`config.mk`:
```
export PLATFORM = sky130hd
export DESIGN_NAME = xcvr_host
export DESIGN_NICKNAME = d
export VERILOG_FILES = /design/src/design/xcvr_host_pkg.sv /design/src/design/cmd_fifo.sv /design/src/design/xcvr_host.sv
export SDC_FILE = /design/constraint.sdc
export NUM_CORES = 1
export LEC_CHECK = 0
export BUFFER_PORTS_ARGS = -buffer_cell sky130_fd_sc_hd__buf_2
export CAP_MARGIN = 10
export CORE_ASPECT_RATIO = 0.7
export CORE_MARGIN = 10
export CORE_UTILIZATION = 54
export CTS_CLUSTER_DIAMETER = 150
export DETAILED_ROUTE_END_ITERATION = 8
export PLACE_DENSITY = 0.8
export REMOVE_ABC_BUFFERS = 1
export SLEW_MARGIN = 20
export SYNTH_ARGS = -nofsm -noshare
export SYNTH_HDL_FRONTEND = slang
export SYNTH_HIERARCHICAL = 1
export SYNTH_SLANG_ARGS = --single-unit
```
`constraint.sdc`:
```
create_clock -name sys_clk -period 4.6 [get_ports sys_clk]
set_input_delay 0.46 -clock sys_clk [delete_from_list [all_inputs] [get_ports sys_clk]]
set_output_delay 0.46 -clock sys_clk [all_outputs]
set_load 0.02 [all_outputs]
```
`src/design/xcvr_host_pkg.sv`:
```
// shared constants and carrier types for the transceiver host controller
package xcvr_host_pkg;
    localparam int LINE_WIDTH = 4;
    localparam int FIFO_DEPTH = 32;
    localparam int CLK_PERIOD_NS = 8;
    // worst-case output enable and disable times of the transceiver
    localparam int ENABLE_TIME_NS = 65;
    localparam int DISABLE_TIME_NS = 35;
    // least times round up to whole cycles
    localparam int ENABLE_CYCLES = (ENABLE_TIME_NS + CLK_PERIOD_NS - 1) / CLK_PERIOD_NS;
    localparam int DISABLE_CYCLES = (DISABLE_TIME_NS + CLK_PERIOD_NS - 1) / CLK_PERIOD_NS;
    localparam int SYNC_STAGES = 2;
    localparam int WAIT_WIDTH = 4;
    localparam logic SELECT_N_RESET = 1'b1;
    localparam logic DIRECTION_RESET = 1'b0;
    localparam logic DIR_TO_SYSTEM_BUS = 1'b0;
    localparam logic DIR_TO_OUTPUT_LINES = 1'b1;

    typedef struct packed {
        logic is_read;
        logic [LINE_WIDTH-1:0] data;
    } cmd_type;

    typedef enum {
        ST_IDLE,
        ST_TURN,
        ST_ACTIVE,
        ST_CAPTURE,
        ST_RELEASE
    } state_type;
endpackage : xcvr_host_pkg

```
`src/design/cmd_fifo.sv`:
```
// command fifo with registered read data
`timescale 1ns/1ns
`default_nettype none
module cmd_fifo #(
    parameter int WIDTH = 5,
    parameter int DEPTH = 32
) (
    input wire logic sys_clk,
    input wire logic reset_n,
    input wire logic [WIDTH-1:0] s_data,
    input wire logic s_valid,
    output logic s_ready,
    output logic [WIDTH-1:0] m_data,
    output logic m_valid,
    input wire logic m_ready
);
    localparam int AW = $clog2(DEPTH);
    localparam logic [AW:0] DEPTH_CNT = DEPTH[AW:0];

    logic [WIDTH-1:0] mem [DEPTH];
    logic [AW-1:0] wr_ptr_r;
    logic [AW-1:0] rd_ptr_r;
    logic [AW:0] count_r;
    logic [WIDTH-1:0] m_data_r;
    logic m_valid_r;
    logic push;
    logic pop;

    assign s_ready = (count_r != DEPTH_CNT);
    assign push = s_valid && s_ready;
    // refill the output register when it is empty or being taken and a word is stored
    assign pop = (count_r != '0) && (!m_valid_r || m_ready);
    assign m_data = m_data_r;
    assign m_valid = m_valid_r;

    always_ff @(posedge sys_clk) begin
        if (push) begin
            mem[wr_ptr_r] <= s_data;
        end
    end

    always_ff @(posedge sys_clk or negedge reset_n) begin
        if (!reset_n) begin
            wr_ptr_r <= '0;
            rd_ptr_r <= '0;
            count_r <= '0;
        end else begin
            if (push) begin
                wr_ptr_r <= wr_ptr_r + 1'b1;
            end
            if (pop) begin
                rd_ptr_r <= rd_ptr_r + 1'b1;
            end
            if (push && !pop) begin
                count_r <= count_r + 1'b1;
            end else if (pop && !push) begin
                count_r <= count_r - 1'b1;
            end
        end
    end

    always_ff @(posedge sys_clk or negedge reset_n) begin
        if (!reset_n) begin
            m_data_r <= '0;
            m_valid_r <= 1'b0;
        end else if (pop) begin
            m_data_r <= mem[rd_ptr_r];
            m_valid_r <= 1'b1;
        end else if (m_ready) begin
            m_valid_r <= 1'b0;
        end
    end
endmodule : cmd_fifo
`default_nettype wire

```
`src/design/xcvr_host.sv`:
```
// host controller driving a four-line bidirectional bus transceiver
// Operation
// - input and output lines may be tied
// - read strobe drives direction, bus enable select
// - memory read strobe drives direction select
// - I/O read drives direction select
`timescale 1ns/1ns
`default_nettype none
module xcvr_host
    import xcvr_host_pkg::*;
(
    input wire logic sys_clk,
    input wire logic reset_n,
    input wire logic inverting_variant,
    input wire logic bus_hold_ack,
    input wire cmd_type cmd_data,
    input wire logic cmd_valid,
    output logic cmd_ready,
    output logic [LINE_WIDTH-1:0] rd_data,
    output logic rd_valid,
    output logic wr_done,
    output logic busy,
    output logic select_n,
    output logic direction_select,
    output logic [LINE_WIDTH-1:0] local_input_lines,
    input wire logic [LINE_WIDTH-1:0] local_output_lines
);
    localparam logic [WAIT_WIDTH-1:0] ENABLE_WAIT = WAIT_WIDTH'(ENABLE_CYCLES);
    localparam logic [WAIT_WIDTH-1:0] READ_WAIT = WAIT_WIDTH'(ENABLE_CYCLES + SYNC_STAGES);
    localparam logic [WAIT_WIDTH-1:0] DISABLE_WAIT = WAIT_WIDTH'(DISABLE_CYCLES);

    cmd_type fifo_data;
    logic fifo_valid;
    logic fifo_take;
    state_type state_r;
    logic [WAIT_WIDTH-1:0] wait_r;
    cmd_type cur_r;
    logic select_n_r;
    logic direction_r;
    logic [LINE_WIDTH-1:0] drive_r;
    logic [LINE_WIDTH-1:0] sync1_r;
    logic [LINE_WIDTH-1:0] sync2_r;
    logic [LINE_WIDTH-1:0] rd_data_r;
    logic rd_valid_r;
    logic wr_done_r;

    cmd_fifo #(
        .WIDTH($bits(cmd_type)),
        .DEPTH(FIFO_DEPTH)
    ) u_fifo (
        .sys_clk(sys_clk),
        .reset_n(reset_n),
        .s_data(cmd_data),
        .s_valid(cmd_valid),
        .s_ready(cmd_ready),
        .m_data(fifo_data),
        .m_valid(fifo_valid),
        .m_ready(fifo_take)
    );

    // no new transfer while the bus is handed over
    assign fifo_take = (state_r == ST_IDLE) && fifo_valid && !bus_hold_ack;

    assign select_n = select_n_r;
    assign direction_select = direction_r;
    assign local_input_lines = drive_r;
    assign rd_data = rd_data_r;
    assign rd_valid = rd_valid_r;
    assign wr_done = wr_done_r;
    assign busy = (state_r != ST_IDLE) || fifo_valid;

    // receive path kept apart from drive
    // output lines come from another device, so synchronise first
    always_ff @(posedge sys_clk or negedge reset_n) begin
        if (!reset_n) begin
            sync1_r <= '0;
            sync2_r <= '0;
        end else begin
            sync1_r <= local_output_lines;
            sync2_r <= sync1_r;
        end
    end

    always_ff @(posedge sys_clk or negedge reset_n) begin
        if (!reset_n) begin
            state_r <= ST_IDLE;
            cur_r <= '0;
        end else begin
            case (state_r)
                ST_IDLE: begin
                    if (fifo_take) begin
                        cur_r <= fifo_data;
                        state_r <= ST_TURN;
                    end
                end
                // direction settles while still deselected
                ST_TURN: begin
                    // a hold here drops the command; select never fell
                    if (bus_hold_ack) begin
                        state_r <= ST_RELEASE;
                    end else begin
                        state_r <= ST_ACTIVE;
                    end
                end
                // a combinational part only needs its enable time
                ST_ACTIVE: begin
                    if (bus_hold_ack) begin
                        state_r <= ST_RELEASE;
                    end else if (wait_r == WAIT_WIDTH'(1)) begin
                        state_r <= ST_CAPTURE;
                    end
                end
                ST_CAPTURE: begin
                    state_r <= ST_RELEASE;
                end
                // wait out the disable time before any turnaround
                ST_RELEASE: begin
                    if (wait_r <= WAIT_WIDTH'(1)) begin
                        state_r <= ST_IDLE;
                    end
                end
                default: begin
                    state_r <= ST_IDLE;
                end
            endcase
        end
    end

    // loaded on entry to each timed state, counted down inside it
    always_ff @(posedge sys_clk or negedge reset_n) begin
        if (!reset_n) begin
            wait_r <= '0;
        end else begin
            case (state_r)
                ST_TURN: begin
                    if (bus_hold_ack) begin
                        wait_r <= DISABLE_WAIT;
                    end else if (cur_r.is_read) begin
                        // read data must also cross the synchroniser
                        wait_r <= READ_WAIT;
                    end else begin
                        wait_r <= ENABLE_WAIT;
                    end
                end
                ST_ACTIVE: begin
                    if (bus_hold_ack) begin
                        wait_r <= DISABLE_WAIT;
                    end else begin
                        wait_r <= wait_r - 1'b1;
                    end
                end
                ST_CAPTURE: begin
                    wait_r <= DISABLE_WAIT;
                end
                ST_RELEASE: begin
                    wait_r <= wait_r - 1'b1;
                end
                default: begin
                    wait_r <= wait_r;
                end
            endcase
        end
    end

    always_ff @(posedge sys_clk or negedge reset_n) begin
        if (!reset_n) begin
            select_n_r <= SELECT_N_RESET;
            direction_r <= DIRECTION_RESET;
            drive_r <= '0;
        end else begin
            case (state_r)
                ST_IDLE: begin
                    select_n_r <= SELECT_N_RESET;
                    if (fifo_take) begin
                        direction_r <= fifo_data.is_read ? DIR_TO_OUTPUT_LINES : DIR_TO_SYSTEM_BUS;
                        drive_r <= inverting_variant ? ~fifo_data.data : fifo_data.data;
                    end
                end
                ST_TURN: begin
                    select_n_r <= bus_hold_ack;
                end
                ST_ACTIVE: begin
                    if (bus_hold_ack) begin
                        select_n_r <= 1'b1;
                    end
                end
                ST_CAPTURE: begin
                    // pins sampled, part may float again
                    select_n_r <= 1'b1;
                end
                ST_RELEASE: begin
                    select_n_r <= 1'b1;
                end
                default: begin
                    select_n_r <= 1'b1;
                end
            endcase
        end
    end

    always_ff @(posedge sys_clk or negedge reset_n) begin
        if (!reset_n) begin
            rd_data_r <= '0;
            rd_valid_r <= 1'b0;
            wr_done_r <= 1'b0;
        end else begin
            rd_valid_r <= 1'b0;
            wr_done_r <= 1'b0;
            if (state_r == ST_CAPTURE) begin
                if (cur_r.is_read) begin
                    rd_data_r <= inverting_variant ? ~sync2_r : sync2_r;
                    rd_valid_r <= 1'b1;
                end else begin
                    wr_done_r <= 1'b1;
                end
            end
        end
    end
endmodule : xcvr_host
`default_nettype wire

```
[Yosys cells after proc, flatten, opt, wreduce, memory -nomap -nowiden]
Memory sizes are Yosys's and may differ from the RTL's. A register that Yosys moved wholly into a read port is not among the register bits.
Cells that the tools add are included.
Cells by class
  add/subtract/negate cells: 5
  $lt $le $gt $ge: 1
  eq/ne operators: 11
  mux-type cells: 25
  bitwise logic cells: 2
  reductions and logical operators: 23
Operators with widths (number)
  32-bit case mux with 5 select lines: 1
  32-bit two-way mux: 4
  32-bit by 2-bit equality test with 1-bit output, second input constant: 2
  32-bit by 3-bit equality test with 1-bit output, second input constant: 2
  32-bit zero test: 2
  32-bit by 1-bit equality test with 1-bit output, second input constant: 1
  32-bit nonzero test: 1
  4-bit two-way mux: 4
  4-bit case mux with 4 select lines: 1
  6-bit two-way mux: 2
  5-bit by 1-bit adder with 5-bit output, second input constant: 2
  1-bit two-way mux: 10
  4-bit inverter: 2
  6-bit by 1-bit adder with 6-bit output, second input constant: 1
  1-bit logical AND: 6
  6-bit != test, second input constant: 1
  6-bit nonzero test: 1
  6-bit by 1-bit subtractor with 6-bit output, second input constant: 1
  1-bit zero test: 5
  4-bit by 1-bit equality test with 1-bit output, second input constant: 1
  4-bit by 1-bit less-or-equal comparator with 1-bit output, second input constant: 1
  2-bit != test, second input constant: 2
  2-bit AND reduction: 2
  2-bit nonzero test: 2
  9 further kinds: 10
Word-level totals
  register bits: 74
  memory bits (writable): 160
  input port bits: 14
  output and inout port bits: 14
  logic and storage cells: 83
  memories: 1
Memories
  u_fifo.mem: depth 32, bits a word 5, read ports 1, clocked after Yosys merged registers in 1, write ports 1, line cmd_fifo.sv:20  | logic [WIDTH-1:0] mem [DEPTH];

[Longest topological paths before layout]
Gate-level depths: netlist of the first run.
  word-level depth: 8
  depth in mapped cells: 16
  mapped depth without buffers: 14

[Modules after synthesis]
The synthesis of the first run kept the hierarchy.
By module, submodules not included
  cmd_fifo: instances 1, cells an instance 433, area each 7566.0 um^2, seq. area each 5355.1 um^2
  xcvr_host: instances 1, cells an instance 124, area each 1356.3 um^2, seq. area each 676.9 um^2

[Least setup slack after synthesis of the first run]
No wires, ideal clock.
  kind: input-to-reg
  start: in bus_hold_ack
  end: reg u_fifo.count_r[5]
  library setup time: 147 ps
  data arrival time: 2987 ps
  data required time: 4453 ps
  path slack: 1466 ps
  stages on the path: 16
  buffers on the path: 2
  cells stage by stage: buf_4 -> nor2_4 -> nand3_4 -> inv_1 -> nand2b_1 -> nor2b_1 -> inv_2 -> buf_2 -> ha_1 -> inv_1 -> ha_1 -> a21oi_1 -> a21boi_0 -> o21a_1 -> o2111ai_1 -> o311ai_0
On the way
  longest elaborated chain between the ends: 7
  elaborated cells on any way between the ends: 9
  those cells by class: mux (1); reduce/logical (8)
RTL lines
  start, declared: line xcvr_host.sv:15  | input wire logic bus_hold_ack,
  1-bit zero test (*): line xcvr_host.sv:62  | assign fifo_take = (state_r == ST_IDLE) && fifo_valid && !bus_hold_ack;
  1-bit logical AND (*): line xcvr_host.sv:62
  via fifo_take: line xcvr_host.sv:34  | logic fifo_take;
  1-bit logical OR (*): line cmd_fifo.sv:32  | assign pop = (count_r != '0) && (!m_valid_r || m_ready);
  1-bit logical AND (*): line cmd_fifo.sv:32
  1-bit zero test: line cmd_fifo.sv:54  | if (push && !pop) begin
  1-bit logical AND: line cmd_fifo.sv:54
  6-bit two-way mux / 2-bit nonzero test (equally long branches)
  end signal, assigned: line cmd_fifo.sv:55  | count_r <= count_r + 1'b1;
  end signal, assigned: line cmd_fifo.sv:57  | count_r <= count_r - 1'b1;
  end, declared: line cmd_fifo.sv:23  | logic [AW:0] count_r;
Mark *: on every way through the listed nets, which the timed path passes. The rest lies on a longest branch.
A chain may end at the register's enable or synchronous reset.

[Worst setup path in the final report of the first run]
  start: reg state_r[0]
  end: reg u_fifo.count_r[5]
On the way
  longest elaborated chain between the ends: 8
  elaborated cells on any way between the ends: 10
  those cells by class: mux (1); reduce/logical (9)
RTL lines
  start, declared: line xcvr_host.sv:35  | state_type state_r;
  start signal, assigned: line xcvr_host.sv:86  | state_r <= ST_IDLE;
  start signal, assigned: line xcvr_host.sv:93  | state_r <= ST_TURN;
  start signal, assigned: line xcvr_host.sv:100  | state_r <= ST_RELEASE;
  32-bit zero test (*): line xcvr_host.sv:62
  1-bit logical AND (*) (2 in a row): line xcvr_host.sv:62
  via fifo_take: line xcvr_host.sv:34
  1-bit logical OR (*): line cmd_fifo.sv:32
  1-bit logical AND (*): line cmd_fifo.sv:32
  1-bit zero test: line cmd_fifo.sv:54
  1-bit logical AND: line cmd_fifo.sv:54
  6-bit two-way mux / 2-bit nonzero test (equally long branches)
Marked as above.

==> results of run 1 <==
-- worst reg2reg max path, delay by kind of cell, from the launching register on --
kind | cells | cell delay [ps]
compound gates | 5 | 980
flops | 1 | 640
fa+ha+maj | 2 | 600
simple gates | 4 | 870
buf+inv | 3 | 460
-- stage by stage --
stage	hold slack [ps]	util	power [W]	setup slack [ps]
2_1_floorplan	164.4	-	0.003908	1444
3_3_place_gp	338.5	0.5622	0.004369	1201
3_5_place_dp	336.4	0.5622	0.004461	954.1
4_1_cts	66.39	0.6014	0.006068	918.9
5_1_grt	19.45	0.6016	0.006352	610.1
6_report	-20.03	0.6016	0.006053	905.6
-- final cells by class --
cell class	count	area (um2)	share of cell area
Sequential cell	209	6035	0.6173
Multi-Input combinational cell	306	2609	0.2669
Clock buffer	24	536.8	0.05491
Tap cell	225	281.5	0.02880
Timing Repair Buffer	29	152.6	0.01561
Clock inverter	11	101.3	0.01037
Inverter	16	60.06	0.006144
-- logic make-up (layout without fill, tap and decap cells) --
family / after synthesis / in the layout / share of synthesized area
compound gates: 75 / 75 / 0.05876
flops: 209 / 209 / 0.6761
simple gates: 145 / 145 / 0.08639
xor+xnor: 19 / 19 / 0.01865
fa+ha+maj: 15 / 15 / 0.02174
buf+inv: 42 / 80 / 0.03155
mux: 52 / 52 / 0.1069
-- path summary, 6_finish.rpt --
check	endpoint	slack, ps	depth (start not counted)	startpoint
max	u_fifo/count_r[5]	910	14	state_r[0]
min	u_fifo/count_r[0]	-20	1	reset_n
max reg2reg	u_fifo/count_r[5]	910	14	state_r[0]
min reg2reg	sync2_r[3]	350	0	sync1_r[3]
max in group asynchronous	u_fifo/rd_ptr_r[1]	4180	1	reset_n
min in group sys_clk	sync1_r[1]	80	1	local_output_lines[1]
-- layer usage --
metal | wire length (um) | vias up | share of wire
li1 | - | 2197 | -
met1 | 7936 | 2432 | 0.45
met2 | 8188 | 181 | 0.46
met3 | 1269 | 21 | 0.072
met4 | 234 | 0 | 0.013
met5 | 0 | - | 0
-- registers in the layout, summed over array words and instances (netlist names), 3 cells and up --
| name | count |
|---|---|
| state_r | 3 |
| u_fifo/mem | 160 |
| wait_r | 4 |
| sync1_r | 4 |
| rd_data | 4 |
| local_input_lines | 4 |
| u_fifo/wr_ptr_r | 5 |
| u_fifo/rd_ptr_r | 5 |
| u_fifo/m_data | 5 |
| u_fifo/count_r | 6 |
| sync2_r | 4 |
-- report_power, final --
group | leakage (nW) | switching (W) | internal (W) | total (W)
clock | 0.309 | 0.000662 | 0.000942 | 0.00160
sequential | 2.02 | 0.000423 | 0.00229 | 0.00272
combinational | 1.13 | 0.000933 | 0.000801 | 0.00173
total | 3.46 | 0.00202 | 0.00404 | 0.00605
-- cells in the final DEF (no fill, tap or decap), types with 6 or more instances in the layout --
cell type,netlist,routed
sky130_fd_sc_hd__edfxtp_1,160,160
sky130_fd_sc_hd__dfrtp_1,48,46
sky130_fd_sc_hd__nor2_1,40,40
sky130_fd_sc_hd__nand2_1,38,38
sky130_fd_sc_hd__buf_2,7,26
sky130_fd_sc_hd__mux2i_1,21,21
sky130_fd_sc_hd__clkbuf_16,0,21
sky130_fd_sc_hd__o21ai_0,18,18
sky130_fd_sc_hd__xnor2_1,17,17
sky130_fd_sc_hd__mux4_2,16,16
sky130_fd_sc_hd__inv_1,14,14
sky130_fd_sc_hd__mux4_1,14,14
sky130_fd_sc_hd__o22ai_1,14,14
sky130_fd_sc_hd__ha_1,13,13
sky130_fd_sc_hd__nor3_1,10,10
sky130_fd_sc_hd__nand3_1,10,10
sky130_fd_sc_hd__nor2b_1,7,7
sky130_fd_sc_hd__a21oi_1,7,7
sky130_fd_sc_hd__or3_1,6,6
sky130_fd_sc_hd__clkinv_1,0,6
==> run metrics, run 1 <==
count of antenna-violating nets left after detailed routing 0; maximum cell stage delay along the critical path 640 ps; dpl hpwl 11560 um; number of placed I/O pins 28; Max Buffers Root-to-Sink 3; pin count of the biggest net entering global routing 50; unrepaired setup endpoints after global routing no; initial core utilization 0.5491; leading register cell type out of synthesis sky130_fd_sc_hd__edfxtp_1; total setup violations reported at the end of the flow 0; clock buffers created by TritonCTS 20; clock latency on the worst-skew pair 490 ps; grt ovf 0; sequential-to-total area share from yosys stat 0.6761; global-route wire length before repair 27560 um; cell with the most instances after synthesis sky130_fd_sc_hd__edfxtp_1; synthesized area 8922 um2; buffer count from post-CTS setup fixing 0; antenna diode instance count 0; Final Critical Period 3694 ps; Worst Path Required 4940 ps; top cells by count, synth sky130_fd_sc_hd__edfxtp_1, sky130_fd_sc_hd__dfrtp_1, sky130_fd_sc_hd__nor2_1; Filler Cells Inserted 1172; post-route worst hold slack -20.03 ps; post-synthesis to final-layout area growth 9.564%; total iterations of the first detailed-routing run 5; overall die area 22150 um2; Worst Setup Path Type flop to flop; number of sinks driven by the clock tree 209; highest clock frequency the design can meet 0.2707 GHz; leakage power total 3.460 nW; GR Util met2 0.2449; Max Transition Viols Final 0; Reg clk slew, reported paths 60 ps; DRC 0; met1 layer usage reported by global route 0.2186; number of synthesized flops with an enable pin 160; antenna violations before repair 0; Post-Syn Instances 557; number of library cell types mapped by synthesis 66; buffer type at the clock tree root sky130_fd_sc_hd__clkbuf_16; number of design-rule violations left by the first detailed-router iteration 444; Setup Total Neg Slack 0 ps; Tightest Hold Check Type input pin to asynchronous set/reset pin; run status finished with violations; Non-Filler Instances 820; Peak supply drop 352.1 uV; worst slew slack as a fraction of its limit 0.4524; area share of the leading cell type in the synthesized netlist 0.5385; power density of the placed cells 619.2 nW/um2; failing checks hold timing; top post-synthesis cells by area sky130_fd_sc_hd__edfxtp_1, sky130_fd_sc_hd__dfrtp_1, sky130_fd_sc_hd__mux4_1; async set-or-reset flop fraction in the synthesized netlist 0.2344; layout cell share with drive strength beyond 1 0.1647; total routing usage reported by global routing 0.1568; Avg Synthesized Cell Area 16.02 um2; Buf/Inv on CP 3; overall die height 127.5 um; total number of vias 4831; period utilization 0.8031; port bufs 27; Wirelength per Cell 21.50 um; number of synthesis warnings 6; Worst Tran Pin Value 821.5 ps; CP cell instances nor2_4, nand3_4, inv_1, nand2b_1, nor2b_1, inv_2, ha_1, inv_1, ha_1, a21oi_1, a21boi_0, o21a_1, o21ai_0, o311ai_0; placed insts 785; post-synthesis cell type with the largest combined area sky130_fd_sc_hd__edfxtp_1; largest driver fanout on the critical path 18; kind of start point of the critical path flop; cell row count 39; number of max-cap violations 0; cts hold-fix bufs 0; most heavily used metal layer in global routing met2; Worst path top cell family by delay compound AO/OA/AOI/OAI gates; chip width 173.6 um; post-route standard cell area excluding fillers 9776 um2; Hold Violations, Final 34; slowest stage cell on the critical path sky130_fd_sc_hd__dfrtp_1; average via count per standard cell 5.891; post-place instance area 9135 um2; Routability Congestion 0.8836; vias in the first global route 4821; met3 capacity usage during global routing 0.04238; clock skew after layout 9.412 ps; critical path data arrival time 4030 ps; TritonCTS clock tree built; flop and latch count out of synthesis 209; core outline area 16250 um2; post-CTS sizing 0; H-tree depth 1; CP Capture Type flop; Total Routed Length 17630 um; fin nets 610
Power figures use the tool's default switching activity.
==> run 2, diff against run 1 <==
- clock period: 4.6 -> 3.5 ns (I/O delays scaled with it)
==> run metrics, run 2 (same netlist as run 1, synthesis figures left out) <==
unrepaired setup endpoints after global routing no; global-route wire length before repair 28770 um; slowest stage cell on the critical path sky130_fd_sc_hd__dfrtp_1; number of sinks driven by the clock tree 209; sequential standard cell area 6033 um2; post-place instance area 9199 um2; Buf/Inv on CP 2; Filler Cells Inserted 1141; count of antenna-violating nets left after detailed routing 0; TritonCTS clock tree built; average via count per standard cell 5.998; Max Transition Viols Final 0; placed insts 792; H-tree depth 1; grt ovf 0; cell row count 39; critical path data arrival time 3560 ps; Final Critical Period 3203 ps; depth of the most critical reg-to-reg path 12; overall die height 127.5 um; Crit Reg-Reg Startpoint u_fifo/count_r[0]; Worst path top cell family by delay compound AO/OA/AOI/OAI gates; register with the highest flop count u_fifo/mem; most frequent standard cell in the layout excluding fill and tap cells sky130_fd_sc_hd__edfxtp_1; layout cell share with drive strength beyond 1 0.1796; pin count of the biggest net entering global routing 50; proportion of power drawn by combinational gates 0.305; chip width 173.6 um; Total Routed Length 18240 um; clock buffers created by TritonCTS 20; vias in the first global route 5028; Non-Filler Instances 833; core outline area 16250 um2; worst slew slack as a fraction of its limit 0.4570; Max Buffers Root-to-Sink 3; clock skew after layout 18.88 ps; post-synthesis to final-layout area growth 11.86%; Largest register FFs 160; area of the multi-input gates 2625 um2; Setup Total Neg Slack 0 ps; Post-Route Utilization 0.6142; number of placed I/O pins 28; fin nets 622; buffer type at the clock tree root sky130_fd_sc_hd__clkbuf_16; initial core utilization 0.5491; total number of vias 4996; startpoint of the most critical hold path bus_hold_ack; endpoint of the worst hold-timing path state_r[1]; worst hold stages 2; Wirelength per Cell 21.90 um; run status completed; Reg clk slew, reported paths 60 ps; maximum cell stage delay along the critical path 450 ps; port bufs 27; setup slack on the worst flop-to-flop path 300 ps; total routing usage reported by global routing 0.1635; power density of the placed cells 831.6 nW/um2; leakage power total 3.555 nW; period utilization 0.9153; Top Registers u_fifo/mem: 160 flops, u_fifo/count_r: 6 flops; Sw Pwr 0.002743 W; Worst Tran Pin Value 814.6 ps; clock group share of total power 0.280; most frequent cells in the layout sky130_fd_sc_hd__edfxtp_1, sky130_fd_sc_hd__dfrtp_1, sky130_fd_sc_hd__nor2_1; total setup violations reported at the end of the flow 0; dpl hpwl 11760 um; Worst Setup Path Type flop to flop; Seq pwr share 0.415; number of design-rule violations left by the first detailed-router iteration 445; switching part of the total 0.3305; overall die area 22150 um2; highest clock frequency the design can meet 0.3122 GHz; reg-to-reg endpoint u_fifo/count_r[5]; Hold Violations, Final 0; CP cell instances nor4_4, nor3b_2, nor2b_1, inv_2, ha_2, inv_1, ha_1, a21oi_1, a21boi_0, o21a_1, o2111ai_1, o311ai_0; kind of start point of the critical path flop; post-route standard cell area excluding fillers 9981 um2; Routability Congestion 0.8982; number of max-cap violations 0; Worst Path Required 3860 ps; total iterations of the first detailed-routing run 5; Tightest Hold Check Type input pin to flop; Peak supply drop 567.2 uV; CP Capture Type flop; antenna violations before repair 1; clock latency on the worst-skew pair 510 ps; DRC 0; largest driver fanout on the critical path 13; Pint 0.005557 W
-- run 2: layout make-up --
| class | count | share of cell area |
|---|---|---|
| sequential | 209 | 0.6045 |
| multi-input combinational | 306 | 0.2630 |
| clock buffer | 28 | 0.05629 |
| tap | 225 | 0.02821 |
| timing repair buffer | 41 | 0.02683 |
| clock inverter | 7 | 0.01492 |
| inverter | 16 | 0.006017 |
| antenna | 1 | 0.0002507 |
-- run 2: stage by stage --
step                      power [W]  hold slack, ps  setup WS, ps
final                      0.008300           176.1         296.5
after global routing       0.008678           193.7         37.84
after CTS                  0.008293           76.84         137.0
after detailed placement   0.005949           335.6         183.2
after global placement     0.005818           337.6         317.4
after floorplan            0.005136           54.41         343.9
-- run 2: worst max-delay path by stage --
| stage | startpoint | end | cells past startpoint | slack, ps |
|---|---|---|---|---|
| 6_report | u_fifo/count_r[0] | u_fifo/count_r[5] | 12 | 300 |
| 5_1_grt | u_fifo/count_r[0] | u_fifo/count_r[5] | 12 | 40 |
| 4_1_cts | u_fifo/count_r[0] | u_fifo/count_r[5] | 12 | 140 |
| 3_5_place_dp | u_fifo/count_r[0] | u_fifo/count_r[5] | 12 | 180 |
| 3_3_place_gp | u_fifo/count_r[0] | u_fifo/count_r[5] | 12 | 320 |
| 2_1_floorplan | u_fifo/rd_ptr_r[0] | u_fifo/m_data[3] | 4 | 340 |
-- run 2: timing repair --
| action | CTS | global route |
|---|---|---|
| resized for setup | 0 | 3 |
| hold buffers | 4 | 1 |
| endpoints found under the setup margin | 0 | 1 |
| buffers inserted | 0 | 0 |
| hold endpoints to repair | 4 | 48 |
-- run 2: power by group through the flow --
stage / registers, W / clock network [W] / logic [W]
floorplan: 0.00356 / 0 / 0.00158
global placement: 0.00344 / 0 / 0.00238
detailed placement: 0.00347 / 0 / 0.00248
CTS: 0.00343 / 0.00236 / 0.00250
global route: 0.00349 / 0.00245 / 0.00273
finish: 0.00344 / 0.00233 / 0.00253
-- run 2: per-layer routing --
layer / vias to the layer above / track usage / share of wire
met3: 37 / 0.03473 / 0.080
met5: - / 0 / 0
met4: 0 / 0.04461 / 0.023
met1: 2521 / 0.2252 / 0.43
met2: 221 / 0.2606 / 0.46
li1: 2217 / - / -
